`src/gdr_pkg.sv`:
```
// Purpose: Shared constants and types of the gyro data register block.
// Assumes: 16-bit serial words, 7-bit register addresses.
// Notes: Offsets are the serial address values, not byte addresses.
package gdr_pkg;

   // ***************************************************************
   // Register addresses
   // ***************************************************************
   localparam logic [6:0] GDR_ADR_RATE = 7'h00;
   localparam logic [6:0] GDR_ADR_IDENT = 7'h07;
   localparam logic [6:0] GDR_ADR_STATUS = 7'h08;
   localparam logic [6:0] GDR_ADR_FACTORY = 7'h09;
   localparam logic [6:0] GDR_ADR_TEMP = 7'h0a;

   // ***************************************************************
   // Widths and field positions
   // ***************************************************************
   localparam int GDR_WORD_W = 16;
   localparam int GDR_SAMPLE_W = 14;
   localparam int GDR_MON_W = 13;
   localparam int GDR_ADR_LSB = 3;
   localparam int GDR_ADR_MSB = 9;
   localparam int GDR_RW_BIT = 2;
   localparam int GDR_PAR_EN_BIT = 12;
   localparam int GDR_PAR_SEL_BIT = 13;
   localparam int GDR_PAR_OK_BIT = 9;
   localparam int GDR_MON_LOW_N = 7;

   // ***************************************************************
   // Frame lengths in serial clock cycles
   // ***************************************************************
   localparam logic [4:0] GDR_FRAME_PLAIN = 5'h10;
   localparam logic [4:0] GDR_FRAME_PAR = 5'h11;

   // ***************************************************************
   // Reset values
   // ***************************************************************
   localparam logic GDR_PAR_EN_RST = 1'h0;
   localparam logic GDR_PAR_SEL_RST = 1'h0;
   localparam logic GDR_PAR_OK_RST = 1'h1;
   // Pins in order chip select, serial clock, serial data in
   localparam logic [2:0] GDR_PIN_RST = 3'h4;

   typedef enum logic [0:0] {
      GDR_PH_ADDR = 1'b0,
      GDR_PH_DATA = 1'b1
   } gdr_phase_t;

endpackage

```
`src/gdr_sync.sv`:
```
// Purpose: Three-stage input synchroniser with agreement filter.
// Assumes: d is asynchronous to ref_clk.
// Notes: The output moves only when stages two and three agree.
`timescale 1ns/1ps
`default_nettype none
module gdr_sync #(
   parameter logic RST_VAL = 1'b0
) (
   input wire logic ref_clk,
   input wire logic rst_n,
   input wire logic d,
   output logic q
);
   logic s1_ff;
   logic s2_ff;
   logic s3_ff;
   logic q_ff;

   always_ff @(posedge ref_clk) begin
      if (!rst_n) begin
         s1_ff <= RST_VAL;
         s2_ff <= RST_VAL;
         s3_ff <= RST_VAL;
      end else begin
         s1_ff <= d;
         s2_ff <= s1_ff;
         s3_ff <= s2_ff;
      end
   end

   always_ff @(posedge ref_clk) begin
      if (!rst_n) begin
         q_ff <= RST_VAL;
      end else if (s2_ff == s3_ff) begin
         q_ff <= s3_ff;
      end
   end

   assign q = q_ff;
endmodule
`default_nettype wire

```
`src/gdr_core.sv`:
```
// Purpose: Serial slave and data register bank of an angular-rate sensor.
// Assumes: Serial clock well below ref_clk/4; mode 0 framing, MSB first.
// Notes: Samples and monitoring flags come from logic on ref_clk.
`timescale 1ns/1ps
`default_nettype none
module gdr_core (
   input wire logic ref_clk,
   input wire logic rst_n,
   input wire logic sck,
   input wire logic rate_chip_select_n,
   input wire logic mosi,
   input wire logic [gdr_pkg::GDR_SAMPLE_W-1:0] rate_sample,
   input wire logic [gdr_pkg::GDR_SAMPLE_W-1:0] temp_sample,
   input wire logic [gdr_pkg::GDR_MON_W-1:0] monitor_flags,
   output logic miso,
   output logic miso_oe,
   output logic parity_enable,
   output logic parity_sense_select
);
   import gdr_pkg::*;

   // ***************************************************************
   // Pin synchronisers and edge detection
   // ***************************************************************
   logic [2:0] pin_raw;
   logic [2:0] pin_s;
   logic cs_s;
   logic sck_s;
   logic mosi_s;
   logic cs_q_ff;
   logic sck_q_ff;
   assign pin_raw = {rate_chip_select_n, sck, mosi};
   generate
      for (genvar i = 0; i < 3; i++) begin : g_pin
         gdr_sync #(
            .RST_VAL(GDR_PIN_RST[i])
         ) u_sync (
            .ref_clk(ref_clk),
            .rst_n(rst_n),
            .d(pin_raw[i]),
            .q(pin_s[i])
         );
      end
   endgenerate
   assign cs_s = pin_s[2];
   assign sck_s = pin_s[1];
   assign mosi_s = pin_s[0];
   always_ff @(posedge ref_clk) begin
      if (!rst_n) begin
         cs_q_ff <= GDR_PIN_RST[2];
         sck_q_ff <= GDR_PIN_RST[1];
      end else begin
         cs_q_ff <= cs_s;
         sck_q_ff <= sck_s;
      end
   end

   logic frame_start;
   logic sck_rise;
   logic sck_fall;
   assign frame_start = cs_q_ff & ~cs_s;
   assign sck_rise = ~cs_s & sck_s & ~sck_q_ff;
   assign sck_fall = ~cs_s & ~sck_s & sck_q_ff;

   // ***************************************************************
   // Register contents
   // ***************************************************************
   logic par_en_ff;
   logic par_sel_ff;
   logic par_ok_ff;
   logic [15:0] status_word;
   logic s_ok;
   logic [14:0] rate_body;
   logic [14:0] temp_body;
   logic [15:0] rate_word;
   logic [15:0] temp_word;
   logic [15:0] ident_word;
   logic [15:0] flags_word;
   // Parity flag sits in the middle of the monitor field, so it also gates validity
   assign status_word = {monitor_flags[GDR_MON_W-1:GDR_MON_LOW_N], par_ok_ff,
                         monitor_flags[GDR_MON_LOW_N-1:0], 2'h0};
   assign s_ok = &status_word[15:2];
   assign rate_body = {rate_sample, s_ok};
   assign temp_body = {temp_sample, s_ok};
   // Bit 15 is left out of the parity on purpose
   assign rate_word = {rate_body, ~^rate_body[13:0]};
   assign temp_word = {temp_body, ~^temp_body[13:0]};
   assign ident_word = {2'h0, par_sel_ff, par_en_ff, 12'h000};
   assign flags_word = {14'h0000, s_ok, ~s_ok};

   function automatic logic [15:0] reg_read(input logic [6:0] a);
      logic [15:0] v;
      v = 16'h0000;
      case (a)
         GDR_ADR_RATE: v = rate_word;
         GDR_ADR_IDENT: v = ident_word;
         GDR_ADR_STATUS: v = status_word;
         GDR_ADR_TEMP: v = temp_word;
         default: v = 16'h0000;
      endcase
      return v;
   endfunction

   // ***************************************************************
   // Receive path
   // ***************************************************************
   logic [4:0] bit_cnt_ff;
   logic [16:0] rx_sr_ff;
   logic [16:0] rx_full;
   logic [4:0] frame_last;
   logic word_done;
   logic [15:0] rx_word;
   logic perr;
   logic [6:0] rx_adr;
   logic rx_rw;
   assign frame_last = par_en_ff ? (GDR_FRAME_PAR - 5'h01) : (GDR_FRAME_PLAIN - 5'h01);
   assign word_done = sck_rise & (bit_cnt_ff == frame_last);
   assign rx_full = {rx_sr_ff[15:0], mosi_s};
   assign rx_word = par_en_ff ? rx_full[16:1] : rx_full[15:0];
   // Even sense: total ones even; odd sense: total ones odd
   assign perr = par_en_ff & ((^rx_full) != par_sel_ff);
   assign rx_adr = rx_word[GDR_ADR_MSB:GDR_ADR_LSB];
   assign rx_rw = rx_word[GDR_RW_BIT];

   always_ff @(posedge ref_clk) begin
      if (!rst_n) begin
         bit_cnt_ff <= 5'h00;
      end else if (frame_start || word_done) begin
         bit_cnt_ff <= 5'h00;
      end else if (sck_rise) begin
         bit_cnt_ff <= bit_cnt_ff + 5'h01;
      end
   end

   always_ff @(posedge ref_clk) begin
      if (!rst_n) begin
         rx_sr_ff <= 17'h00000;
      end else if (frame_start) begin
         rx_sr_ff <= 17'h00000;
      end else if (sck_rise) begin
         rx_sr_ff <= rx_full;
      end
   end

   // ***************************************************************
   // Word sequencing
   // ***************************************************************
   gdr_phase_t phase_ff;
   logic [6:0] wr_adr_ff;
   logic addr_perr_ff;
   logic wr_ok;

   always_ff @(posedge ref_clk) begin
      if (!rst_n) begin
         phase_ff <= GDR_PH_ADDR;
         wr_adr_ff <= 7'h00;
         addr_perr_ff <= 1'b0;
      end else if (frame_start) begin
         phase_ff <= GDR_PH_ADDR;
         addr_perr_ff <= 1'b0;
      end else if (word_done) begin
         case (phase_ff)
            GDR_PH_ADDR: begin
               // A read keeps the sequencer in address phase
               if (rx_rw) begin
                  phase_ff <= GDR_PH_DATA;
                  wr_adr_ff <= rx_adr;
                  addr_perr_ff <= perr;
               end else begin
                  phase_ff <= GDR_PH_ADDR;
               end
            end
            GDR_PH_DATA: begin
               phase_ff <= GDR_PH_ADDR;
               addr_perr_ff <= 1'b0;
            end
            default: phase_ff <= GDR_PH_ADDR;
         endcase
      end
   end

   assign wr_ok = word_done & (phase_ff == GDR_PH_DATA) & ~perr & ~addr_perr_ff;

   // Only the two parity bits are writable; factory fields are left alone
   always_ff @(posedge ref_clk) begin
      if (!rst_n) begin
         par_en_ff <= GDR_PAR_EN_RST;
         par_sel_ff <= GDR_PAR_SEL_RST;
      end else if (wr_ok && (wr_adr_ff == GDR_ADR_IDENT)) begin
         par_en_ff <= rx_word[GDR_PAR_EN_BIT];
         par_sel_ff <= rx_word[GDR_PAR_SEL_BIT];
      end
   end

   // Error wins over the read clear so a fault in the same word is kept
   always_ff @(posedge ref_clk) begin
      if (!rst_n) begin
         par_ok_ff <= GDR_PAR_OK_RST;
      end else if (word_done && perr) begin
         par_ok_ff <= 1'b0;
      end else if (word_done && (phase_ff == GDR_PH_ADDR) && !rx_rw && (rx_adr == GDR_ADR_STATUS)) begin
         par_ok_ff <= 1'b1;
      end
   end

   // ***************************************************************
   // Transmit path
   // ***************************************************************
   logic [16:0] tx_sr_ff;
   logic [15:0] tx_next_ff;
   logic tx_pend_ff;

   function automatic logic [16:0] tx_frame(input logic [15:0] w, input logic sel);
      return {w, sel ? ~^w : ^w};
   endfunction

   // Next word is captured at word end; a parity-failed read still answers
   always_ff @(posedge ref_clk) begin
      if (!rst_n) begin
         tx_next_ff <= 16'h0000;
      end else if (word_done) begin
         if (phase_ff == GDR_PH_ADDR) begin
            tx_next_ff <= reg_read(rx_adr);
         end else begin
            tx_next_ff <= flags_word;
         end
      end
   end

   // The new word is loaded at the falling edge, when the old one ends
   always_ff @(posedge ref_clk) begin
      if (!rst_n) begin
         tx_sr_ff <= 17'h00000;
         tx_pend_ff <= 1'b0;
      end else if (frame_start) begin
         tx_sr_ff <= tx_frame(flags_word, par_sel_ff);
         tx_pend_ff <= 1'b0;
      end else if (word_done) begin
         tx_pend_ff <= 1'b1;
      end else if (sck_fall) begin
         if (tx_pend_ff) begin
            tx_sr_ff <= tx_frame(tx_next_ff, par_sel_ff);
            tx_pend_ff <= 1'b0;
         end else begin
            tx_sr_ff <= {tx_sr_ff[15:0], 1'b0};
         end
      end
   end

   assign miso = tx_sr_ff[16];
   assign miso_oe = ~cs_s;
   assign parity_enable = par_en_ff;
   assign parity_sense_select = par_sel_ff;

   // ***************************************************************
   // Assertions
   // ***************************************************************
   property p_rate_parity;
      @(posedge ref_clk) disable iff (!rst_n)
      ^{rate_word[14:1], rate_word[0]} == 1'b1;
   endproperty
   a_rate_parity: assert property (p_rate_parity) else $error("rate parity not odd");
   property p_valid;
      @(posedge ref_clk) disable iff (!rst_n)
      (rate_word[1] == (&monitor_flags & par_ok_ff)) && (temp_word[1] == rate_word[1]);
   endproperty
   a_valid: assert property (p_valid) else $error("validity flag wrong");
   property p_temp_parity;
      @(posedge ref_clk) disable iff (!rst_n)
      (^temp_word[14:0] == 1'b1) && (temp_word[15:2] == temp_sample);
   endproperty
   a_temp_parity: assert property (p_temp_parity) else $error("temperature word wrong");
   property p_rate_load;
      @(posedge ref_clk) disable iff (!rst_n)
      word_done && (phase_ff == GDR_PH_ADDR) && (rx_adr == GDR_ADR_RATE)
      |=> tx_next_ff[15:2] == $past(rate_sample);
   endproperty
   a_rate_load: assert property (p_rate_load) else $error("rate sample not returned");
   property p_unmapped;
      @(posedge ref_clk) disable iff (!rst_n)
      word_done && (phase_ff == GDR_PH_ADDR) && ((rx_adr > GDR_ADR_TEMP) ||
      ((rx_adr > GDR_ADR_RATE) && (rx_adr < GDR_ADR_IDENT)) || (rx_adr == GDR_ADR_FACTORY))
      |=> tx_next_ff == 16'h0000;
   endproperty
   a_unmapped: assert property (p_unmapped) else $error("unmapped address not zero");
   property p_perr_flag;
      @(posedge ref_clk) disable iff (!rst_n)
      word_done && perr |=> !par_ok_ff && (status_word[GDR_PAR_OK_BIT] == 1'b0);
   endproperty
   a_perr_flag: assert property (p_perr_flag) else $error("parity error not flagged");
   property p_read_clear;
      @(posedge ref_clk) disable iff (!rst_n)
      word_done && !perr && (phase_ff == GDR_PH_ADDR) && !rx_rw && (rx_adr == GDR_ADR_STATUS)
      |=> par_ok_ff;
   endproperty
   a_read_clear: assert property (p_read_clear) else $error("status read did not clear");
   property p_cancel;
      @(posedge ref_clk) disable iff (!rst_n)
      word_done && (phase_ff == GDR_PH_DATA) && (perr || addr_perr_ff)
      |=> $stable(par_en_ff) && $stable(par_sel_ff);
   endproperty
   a_cancel: assert property (p_cancel) else $error("failed write changed config");
   property p_write;
      @(posedge ref_clk) disable iff (!rst_n)
      wr_ok && (wr_adr_ff == GDR_ADR_IDENT)
      |=> (par_en_ff == $past(rx_word[GDR_PAR_EN_BIT])) && (par_sel_ff == $past(rx_word[GDR_PAR_SEL_BIT]));
   endproperty
   a_write: assert property (p_write) else $error("config write lost");
   property p_frame_len;
      @(posedge ref_clk) disable iff (!rst_n)
      word_done |-> (bit_cnt_ff == (par_en_ff ? 5'h10 : 5'h0f));
   endproperty
   a_frame_len: assert property (p_frame_len) else $error("frame length wrong");
   property p_after_read;
      @(posedge ref_clk) disable iff (!rst_n)
      word_done && (phase_ff == GDR_PH_ADDR) && !rx_rw |=> (phase_ff == GDR_PH_ADDR) && tx_pend_ff;
   endproperty
   a_after_read: assert property (p_after_read) else $error("read not followed by address");
endmodule
`default_nettype wire

```
`config.mk`:
```
export PLATFORM = sky130hd
export DESIGN_NAME = gdr_core
export DESIGN_NICKNAME = d
export VERILOG_FILES = /design/src/gdr_pkg.sv /design/src/gdr_sync.sv /design/src/gdr_core.sv
export SDC_FILE = /design/constraint.sdc
export NUM_CORES = 1
export LEC_CHECK = 0
export ABC_AREA = 1
export CORE_MARGIN = 2
export CORE_UTILIZATION = 35
export DETAILED_ROUTE_END_ITERATION = 16
export DONT_BUFFER_PORTS = 1
export HOLD_SLACK_MARGIN = 0.15
export SYNTH_ARGS = -nofsm -noshare
export SYNTH_HDL_FRONTEND = slang
export SYNTH_HIERARCHICAL = 1
export SYNTH_SLANG_ARGS = --single-unit
export TNS_END_PERCENT = 1
```
`constraint.sdc`:
```
create_clock -name ref_clk -period 1.7 [get_ports ref_clk]
set_input_delay 0.255 -clock ref_clk [delete_from_list [all_inputs] [get_ports ref_clk]]
set_output_delay 0.255 -clock ref_clk [all_outputs]
set_load 0.02 [all_outputs]
```
==> results of run 1 <==
[power by group]
| group | leakage, nW | internal, W | switching, W | total, W |
|---|---|---|---|---|
| Combinational | 1.74 | 0.0000877 | 0.000140 | 0.000228 |
| Sequential | 0.656 | 0.00191 | 0.00000380 | 0.00191 |
| Clock | 0.138 | 0.00117 | 0.000781 | 0.00195 |
| Total | 2.54 | 0.00316 | 0.000925 | 0.00409 |
[layout by cell type (no fill, tap or decap), types with 2 or more instances in the layout]
| master | count |
|---|---|
| clkinv_1 | 2 |
| nor3_1 | 5 |
| buf_6 | 4 |
| nor2_1 | 40 |
| a21oi_1 | 38 |
| nor3_4 | 2 |
| inv_2 | 3 |
| o21ai_0 | 39 |
| dlygate4sd3_1 | 4 |
| o21ai_1 | 13 |
| clkbuf_16 | 10 |
| clkinv_4 | 2 |
| dfxtp_1 | 78 |
| a21oi_2 | 4 |
| nor3_2 | 5 |
| inv_1 | 82 |
| buf_4 | 47 |
| nand2_2 | 4 |
| o22ai_1 | 2 |
| nand2_1 | 272 |
| nand3_4 | 2 |
| nand3_1 | 30 |
| xnor2_1 | 14 |
| inv_4 | 2 |
| nand3b_1 | 2 |
| a31oi_1 | 16 |
| clkinvlp_4 | 2 |
| xor2_1 | 12 |
| nand4_1 | 4 |
| nand2_4 | 3 |
| o21ai_2 | 3 |
| o211ai_1 | 11 |
| dfxtp_2 | 2 |
[what timing repair did]
action / CTS / global route
resized for setup: 6 / 42
cloned: 0 / 1
endpoints found under the setup margin: 32 / 33
endpoints found under the hold margin: 25 / 0
hold buffers: 4 / 0
pin swaps: 1 / 6
setup buffers: 0 / 4
[area by class of cell]
class,count,area (um^2),area share
clock buffers,11,243,0.0433
clock inverters,4,53.8,0.00960
inverters,90,348,0.0620
multi-input cells,531,2620,0.468
flip-flops and latches,81,1630,0.290
well taps,172,215,0.0384
repair buffers,58,498,0.0888
[synth_stat cells, drive strengths merged (2+ instances only)]
cell    instances  area (um^2)
nand2         279         1050
inv            87          327
dfxtp          81         1620
o21ai          56          284
a21oi          43          226
nor2           42          160
nand3          33          175
a31oi          17          121
clkbuf         15         56.3
xnor2          15          131
nor3           12         87.6
xor2           12          105
o211ai         11         82.6
buf             6         53.8
nand4           4         25.0
clkinv          3         12.5
nand3b          2         15.0
o22ai           2         12.5
[final timing paths]
kind                         startpoint               endpoint  slack, ns  cells after the start
hold reg to reg   g_pin[0].u_sync/s1_ff  g_pin[0].u_sync/s2_ff       0.41                      2
setup reg to reg          parity_enable         tx_next_ff[15]      -0.16                      9
hold / removal          rate_sample[12]         tx_next_ff[14]       0.19                      4
setup / recovery          parity_enable         tx_next_ff[15]      -0.16                      9
[registers in the layout, summed over array words and instances (netlist names)]
name,flops
tx_sr_ff,17
tx_next_ff,16
addr_perr_ff,1
sck_q_ff,1
wr_adr_ff,7
cs_q_ff,1
bit_cnt_ff,5
g_pin.u_sync/q,3
tx_pend_ff,1
g_pin.u_sync/s3_ff,3
par_ok_ff,1
rx_sr_ff,16
parity_enable,1
parity_sense_select,1
g_pin.u_sync/s1_ff,3
g_pin.u_sync/s2_ff,3
phase_ff,1
[layer usage]
| layer | track usage | vias up | part of all wire |
|---|---|---|---|
| met5 | 0 | - | 0 |
| met4 | 0.0647 | 0 | 0.015 |
| met3 | 0.0343 | 11 | 0.050 |
| met2 | 0.260 | 95 | 0.45 |
| met1 | 0.228 | 2026 | 0.49 |
| li1 | - | 2396 | - |
[logic make-up (layout without fill, tap and decap cells)]
| kind of cell | after synthesis | after routing | synth area share |
|---|---|---|---|
| compound gates | 130 | 130 | 0.160 |
| xor+xnor | 27 | 27 | 0.0517 |
| fa+ha+maj | 1 | 1 | 0.00273 |
| buf+inv | 111 | 163 | 0.0981 |
| flops | 81 | 81 | 0.354 |
| simple gates | 373 | 373 | 0.333 |
[through the flow]
step                      total power (W)  setup TNS [ns]   util
after floorplan                   0.00212               0      -
after global placement            0.00216           -2.29  0.400
after detailed placement          0.00216           -3.04  0.400
after CTS                         0.00414          -0.894  0.428
after global routing              0.00426           -5.26  0.442
final                             0.00409           -2.04  0.442
[worst register-to-register path, cell delays in order, from the launching register on]
cell     delay (ns)
dfxtp_4        0.38
buf_8          0.14
nand2_4        0.07
o21ai_4        0.06
nor3_4         0.30
nand4_1        0.21
a31oi_4        0.30
buf_6          0.16
nand2_1        0.06
a21oi_2        0.11
==> impl_results.md, run 1 <==
* Status: finished, violations left
* Failing checks: setup timing
* Achievable Freq at 0.538 GHz
* Dpl ws at -0.185 ns
* Maximum vdd drop at 0.601 mV
* Filler Cells Inserted at 1342
* DP Area at 5060 um^2
* Slew HR at 0.371
* Die Span Y at 118 um
* Worst path max stage delay at 0.38 ns
* Final period util at 1.09
* Share of cells above drive strength 1 at 0.138
* Pwr dens at 729 nW/um^2
* First-pass GRT wire length at 19000 um
* IO Pins at 50
* DR vias at 4528
* Vias per cell at 4.78
* Final setup margin at -0.159 ns
* Layout area overhead at 22.5%
* Full die area at 14000 um^2
* DR iter-0 viols at 299
* Worst path slowest cell: dfxtp_4
* DP Wirelength at 8420 um
* Cell area after layout at 5610 um^2
* Largest net degree at the start of global routing at 35
* TritonCTS buffer count at 9
* Crit Path Max Fanout at 8
* Worst hold slack at 0.185 ns
* Hold Crit Class: input port to register
* Initial core utilization at 0.361
* Average size of a mapped cell at 6.33 um^2
* RePlAce Congestion at 0.862
* Post-synthesis sequential area ratio at 0.354
* Crit path max-delay family: simple AND/OR/NAND/NOR gates
* YS warnings at 6
* Worst-path cell chain: buf_8 > nand2_4 > o21ai_4 > nor3_4 > nand4_1 > a31oi_4 > buf_6 > nand2_1 > a21oi_2
* Setup Crit Path Kind: register to register
* Initial antenna violation count at 0
* I/O Buffers at 0
* Unique cell type count in the Yosys netlist at 34
* Drt pass-1 iters at 5
* Die extent in x at 118 um
* Syn Inst Count at 723
* RSZ-0062 raised after global routing: yes
* Asr flop ratio synth at 0
* Max Slew Vio Count at 0
* Setup crit end kind: register
* CTS H-tree depth at 3
* Vias in the first global route at 4067
* Gr usage total at 0.168
* Final WL at 11700 um
* Root buffer cell: clkbuf_16
* Total gr overflow at 0
* Core ar. at 12700 um^2
* Leak at 2.54 nW
* Crit path buffers/inverters at 2
* Total placed cells including tap cells at 923
* Required @ worst endpoint at 1.98 ns
* DR WL/cell at 12.3 um
* Final min period at 1.86 ns
* Num rows at 41
* Primary FF master, synth: dfxtp_1
* WP data arrival at 2.14 ns
* Syn_nets at 770
* Clk slew on worst S/H paths at 0.06 ns
* Setup violators final at 21
* Crit start category: register
* Worst-Skew Late Latency at 0.35 ns
* Post-route insts no fill at 947
* #FFs+latches synth at 81
* Slew at the pin closest to its max-slew limit at 0.941 ns
* Number of antenna cells inserted at 0
* CTS tree: built
* Max_cap viols at 0
* Final hold violations at 0
* CTS Sinks at 81
* CTS Buffer Depth at 2
* Routed Antenna Nets at 0
* EDFF count, synth at 0
* Syn Std Cell Area at 4580 um^2
* Post-route DRC at 0
* Clock skew at 0.00729 ns
* Final Net Count at 818
No activity file was read; power rests on OpenSTA's default activity.
==> run 2, diff against run 1 <==
--- a/config.mk
+++ b/config.mk
@@ -5,12 +5,12 @@
 export SDC_FILE = /design/constraint.sdc
 export NUM_CORES = 1
 export LEC_CHECK = 0
-export ABC_AREA = 1
 export CORE_MARGIN = 2
-export CORE_UTILIZATION = 35
+export CORE_UTILIZATION = 32
 export DETAILED_ROUTE_END_ITERATION = 16
 export DONT_BUFFER_PORTS = 1
 export HOLD_SLACK_MARGIN = 0.15
+export SKIP_CTS_REPAIR_TIMING = 1
 export SYNTH_ARGS = -nofsm -noshare
 export SYNTH_HDL_FRONTEND = slang
 export SYNTH_HIERARCHICAL = 1
==> run 2 against run 1 <==
Net effect:
- the run still ends with setup timing left
- largest power group is now sequential cells
- global-route usage fell by 2.2 points
- worst setup slack got worse by 0.12 ns
- power fell by 1.5%
- design area fell by 4.9%
- critical path depth fell by 3
- sequential cell count did not move
==> impl_results.md, run 2 <==
* Status: finished, violations left
* Failing checks: setup timing
* RePlAce Congestion at 0.919
* Die extent in x at 119 um
* Root buffer cell: clkbuf_16
* DP Area at 4910 um^2
* Total gr overflow at 0
* Final Util at 0.419
* Largest net degree at the start of global routing at 47
* Final period util at 1.17
* CTS Sinks at 81
* Clk slew on worst S/H paths at 0.07 ns
* Syn Inst Count at 472
* Syn_nets at 519
* First-pass GRT wire length at 16600 um
* Initial core utilization at 0.330
* Achievable Freq at 0.505 GHz
* Slew at the pin closest to its max-slew limit at 0.384 ns
* Top-count cell post-synth: dfxtp_1
* Met1 Usage GRT at 0.179
* Gr usage total at 0.146
* Average size of a mapped cell at 8.89 um^2
* Die Span Y at 119 um
* Number of antenna cells inserted at 0
* DR vias at 3441
* Share of the synthesized area in the top cell type at 0.386
* DR WL/cell at 14.5 um
* Biggest regs: tx_sr_ff: 17 flops, rx_sr_ff: 16 flops, tx_next_ff: 16 flops
* Final setup margin at -0.282 ns
* Commonest non-fill, non-tap cell in the layout: dfxtp_1
* Pwr dens at 756 nW/um^2
* DP Wirelength at 7530 um
* Initial antenna violation count at 0
* GRT met3 Usage at 0.0401
* Max reg flops at 17
* Slew HR at 0.742
* Largest Register: tx_sr_ff
* Worst-Skew Late Latency at 0.34 ns
* IO Pins at 50
* Clock skew at 0.00768 ns
* Primary FF master, synth: dfxtp_1
* Max_cap viols at 0
* Setup_tns at -4.39 ns
* TritonCTS buffer count at 9
* I/O Buffers at 0
* CTS tree: built
* Crit Path Max Fanout at 3
* Crit. Startpoint: rx_sr_ff[13]
* Final Net Count at 572
* Layer with the highest usage: met2
* Unique cell type count in the Yosys netlist at 51
* Cell area after layout at 5330 um^2
* Synth top cells by count: dfxtp_1 (81), nand2_1 (71), xnor2_1 (41)
* Routed Antenna Nets at 0
* EDFF count, synth at 0
* Hold Crit Class: input port to register
* DR iter-0 viols at 142
* #FFs+latches synth at 81
* Vias per cell at 4.90
* Hold Crit Start: rst_n
* Drt pass-1 iters at 4
* Most frequent cells in the layout: dfxtp_1 (74), nand2_1 (71), buf_4 (61)
* CTS H-tree depth at 3
* Largest cells by area after synthesis: dfxtp_1 (39%), mux2i_1 (8.6%), xnor2_1 (8.6%), nand2_1 (6.4%), xnor3_1 (3.2%)
* Num rows at 41
* Setup violators final at 27
* Hold Path Cell Cnt at 2
* Final hold violations at 0
* Final min period at 1.98 ns
* Crit start category: register
* Maximum vdd drop at 0.540 mV
* Full die area at 14000 um^2
* Asr flop ratio synth at 0
* Post-synthesis sequential area ratio at 0.386
* Reg2Reg Depth at 6
* RR Startpoint: rx_sr_ff[13]
* Setup Crit Path Kind: register to register
* Final WL at 10200 um
* Area leader, netlist: dfxtp_1
* Setup crit end kind: register
* CTS Buffer Depth at 2
* RSZ-0062 raised after global routing: yes
* Share of cells above drive strength 1 at 0.228
* YS warnings at 6
* Leak at 2.03 nW
* Core ar. at 12700 um^2
* Syn Std Cell Area at 4200 um^2
* Post-route DRC at 0
* Met2 Usage GRT at 0.246
* Layout area overhead at 27.0%
* Required @ worst endpoint at 1.97 ns
* Vias in the first global route at 3408
* Max Slew Vio Count at 0
* WP data arrival at 2.25 ns
run 2: cell count changes in the layout (fill, tap and decap cells not counted), sizes merged, moves of 24 or more:
cell   before  now
inv        87    5
mux2i       0   36
nand2     279   71
nand3      33    9
o21ai      56   23
xnor2      15   42
run 2: stage by stage:
stage	power [W]	setup WS (ns)	hold WS (ns)	instances
finish	0.00403	-0.282	0.173	702
global route	0.00418	-0.357	0.170	702
CTS	0.00405	-0.323	-0.0179	698
detailed placement	0.00218	-0.293	0.340	682
global placement	0.00218	-0.262	0.335	682
floorplan	0.00215	-0.241	0.328	472
run 2: where the power goes:
part	internal, W	switching, W
logic	0.000147	0.000107
clock network	0.00104	0.000824
registers	0.00190	0.00000390
total	0.00309	0.000935
run 2: worst max-delay path: stages, from the launching register on:
cell and delay [ns]:
dfxtp_2 0.34, xnor2_2 0.17, xnor2_1 0.14, xnor3_1 0.43
mux2_4 0.32, or4_1 0.40, a21oi_1 0.13
run 2: worst paths after layout:
kind                                               to  slack, ns
worst min-delay path            g_pin[2].u_sync/s2_ff       0.17
worst max-delay path                     addr_perr_ff      -0.28
worst min register to register  g_pin[2].u_sync/s2_ff       0.41
worst max register to register           addr_perr_ff      -0.28
run 2: area by class of cell:
class | count | area (um^2)
Clock buffer | 10 | 239
Clock inverter | 6 | 48.8
Fill cell | 1289 | 7390
Inverter | 2 | 7.51
Multi-Input combinational cell | 360 | 2560
Sequential cell | 81 | 1640
Tap cell | 172 | 215
Timing Repair Buffer | 71 | 628
run 2: logic make-up after synthesis:
| group | Yosys count | share of synthesized area |
|---|---|---|
| XOR/XNOR | 55 | 0.136 |
| flip-flops | 81 | 0.386 |
| buffers and inverters | 31 | 0.0331 |
| multiplexers | 38 | 0.0921 |
| adder cells (fa/ha/maj) | 1 | 0.00298 |
| AO/OA/AOI/OAI | 96 | 0.151 |
| AND/OR/NAND/NOR | 170 | 0.198 |
run 2: per-layer routing:
metal | vias up | part of all wire
li1 | 1750 | -
met1 | 1623 | 0.45
met2 | 55 | 0.49
met3 | 13 | 0.040
met4 | 0 | 0.014
met5 | - | 0
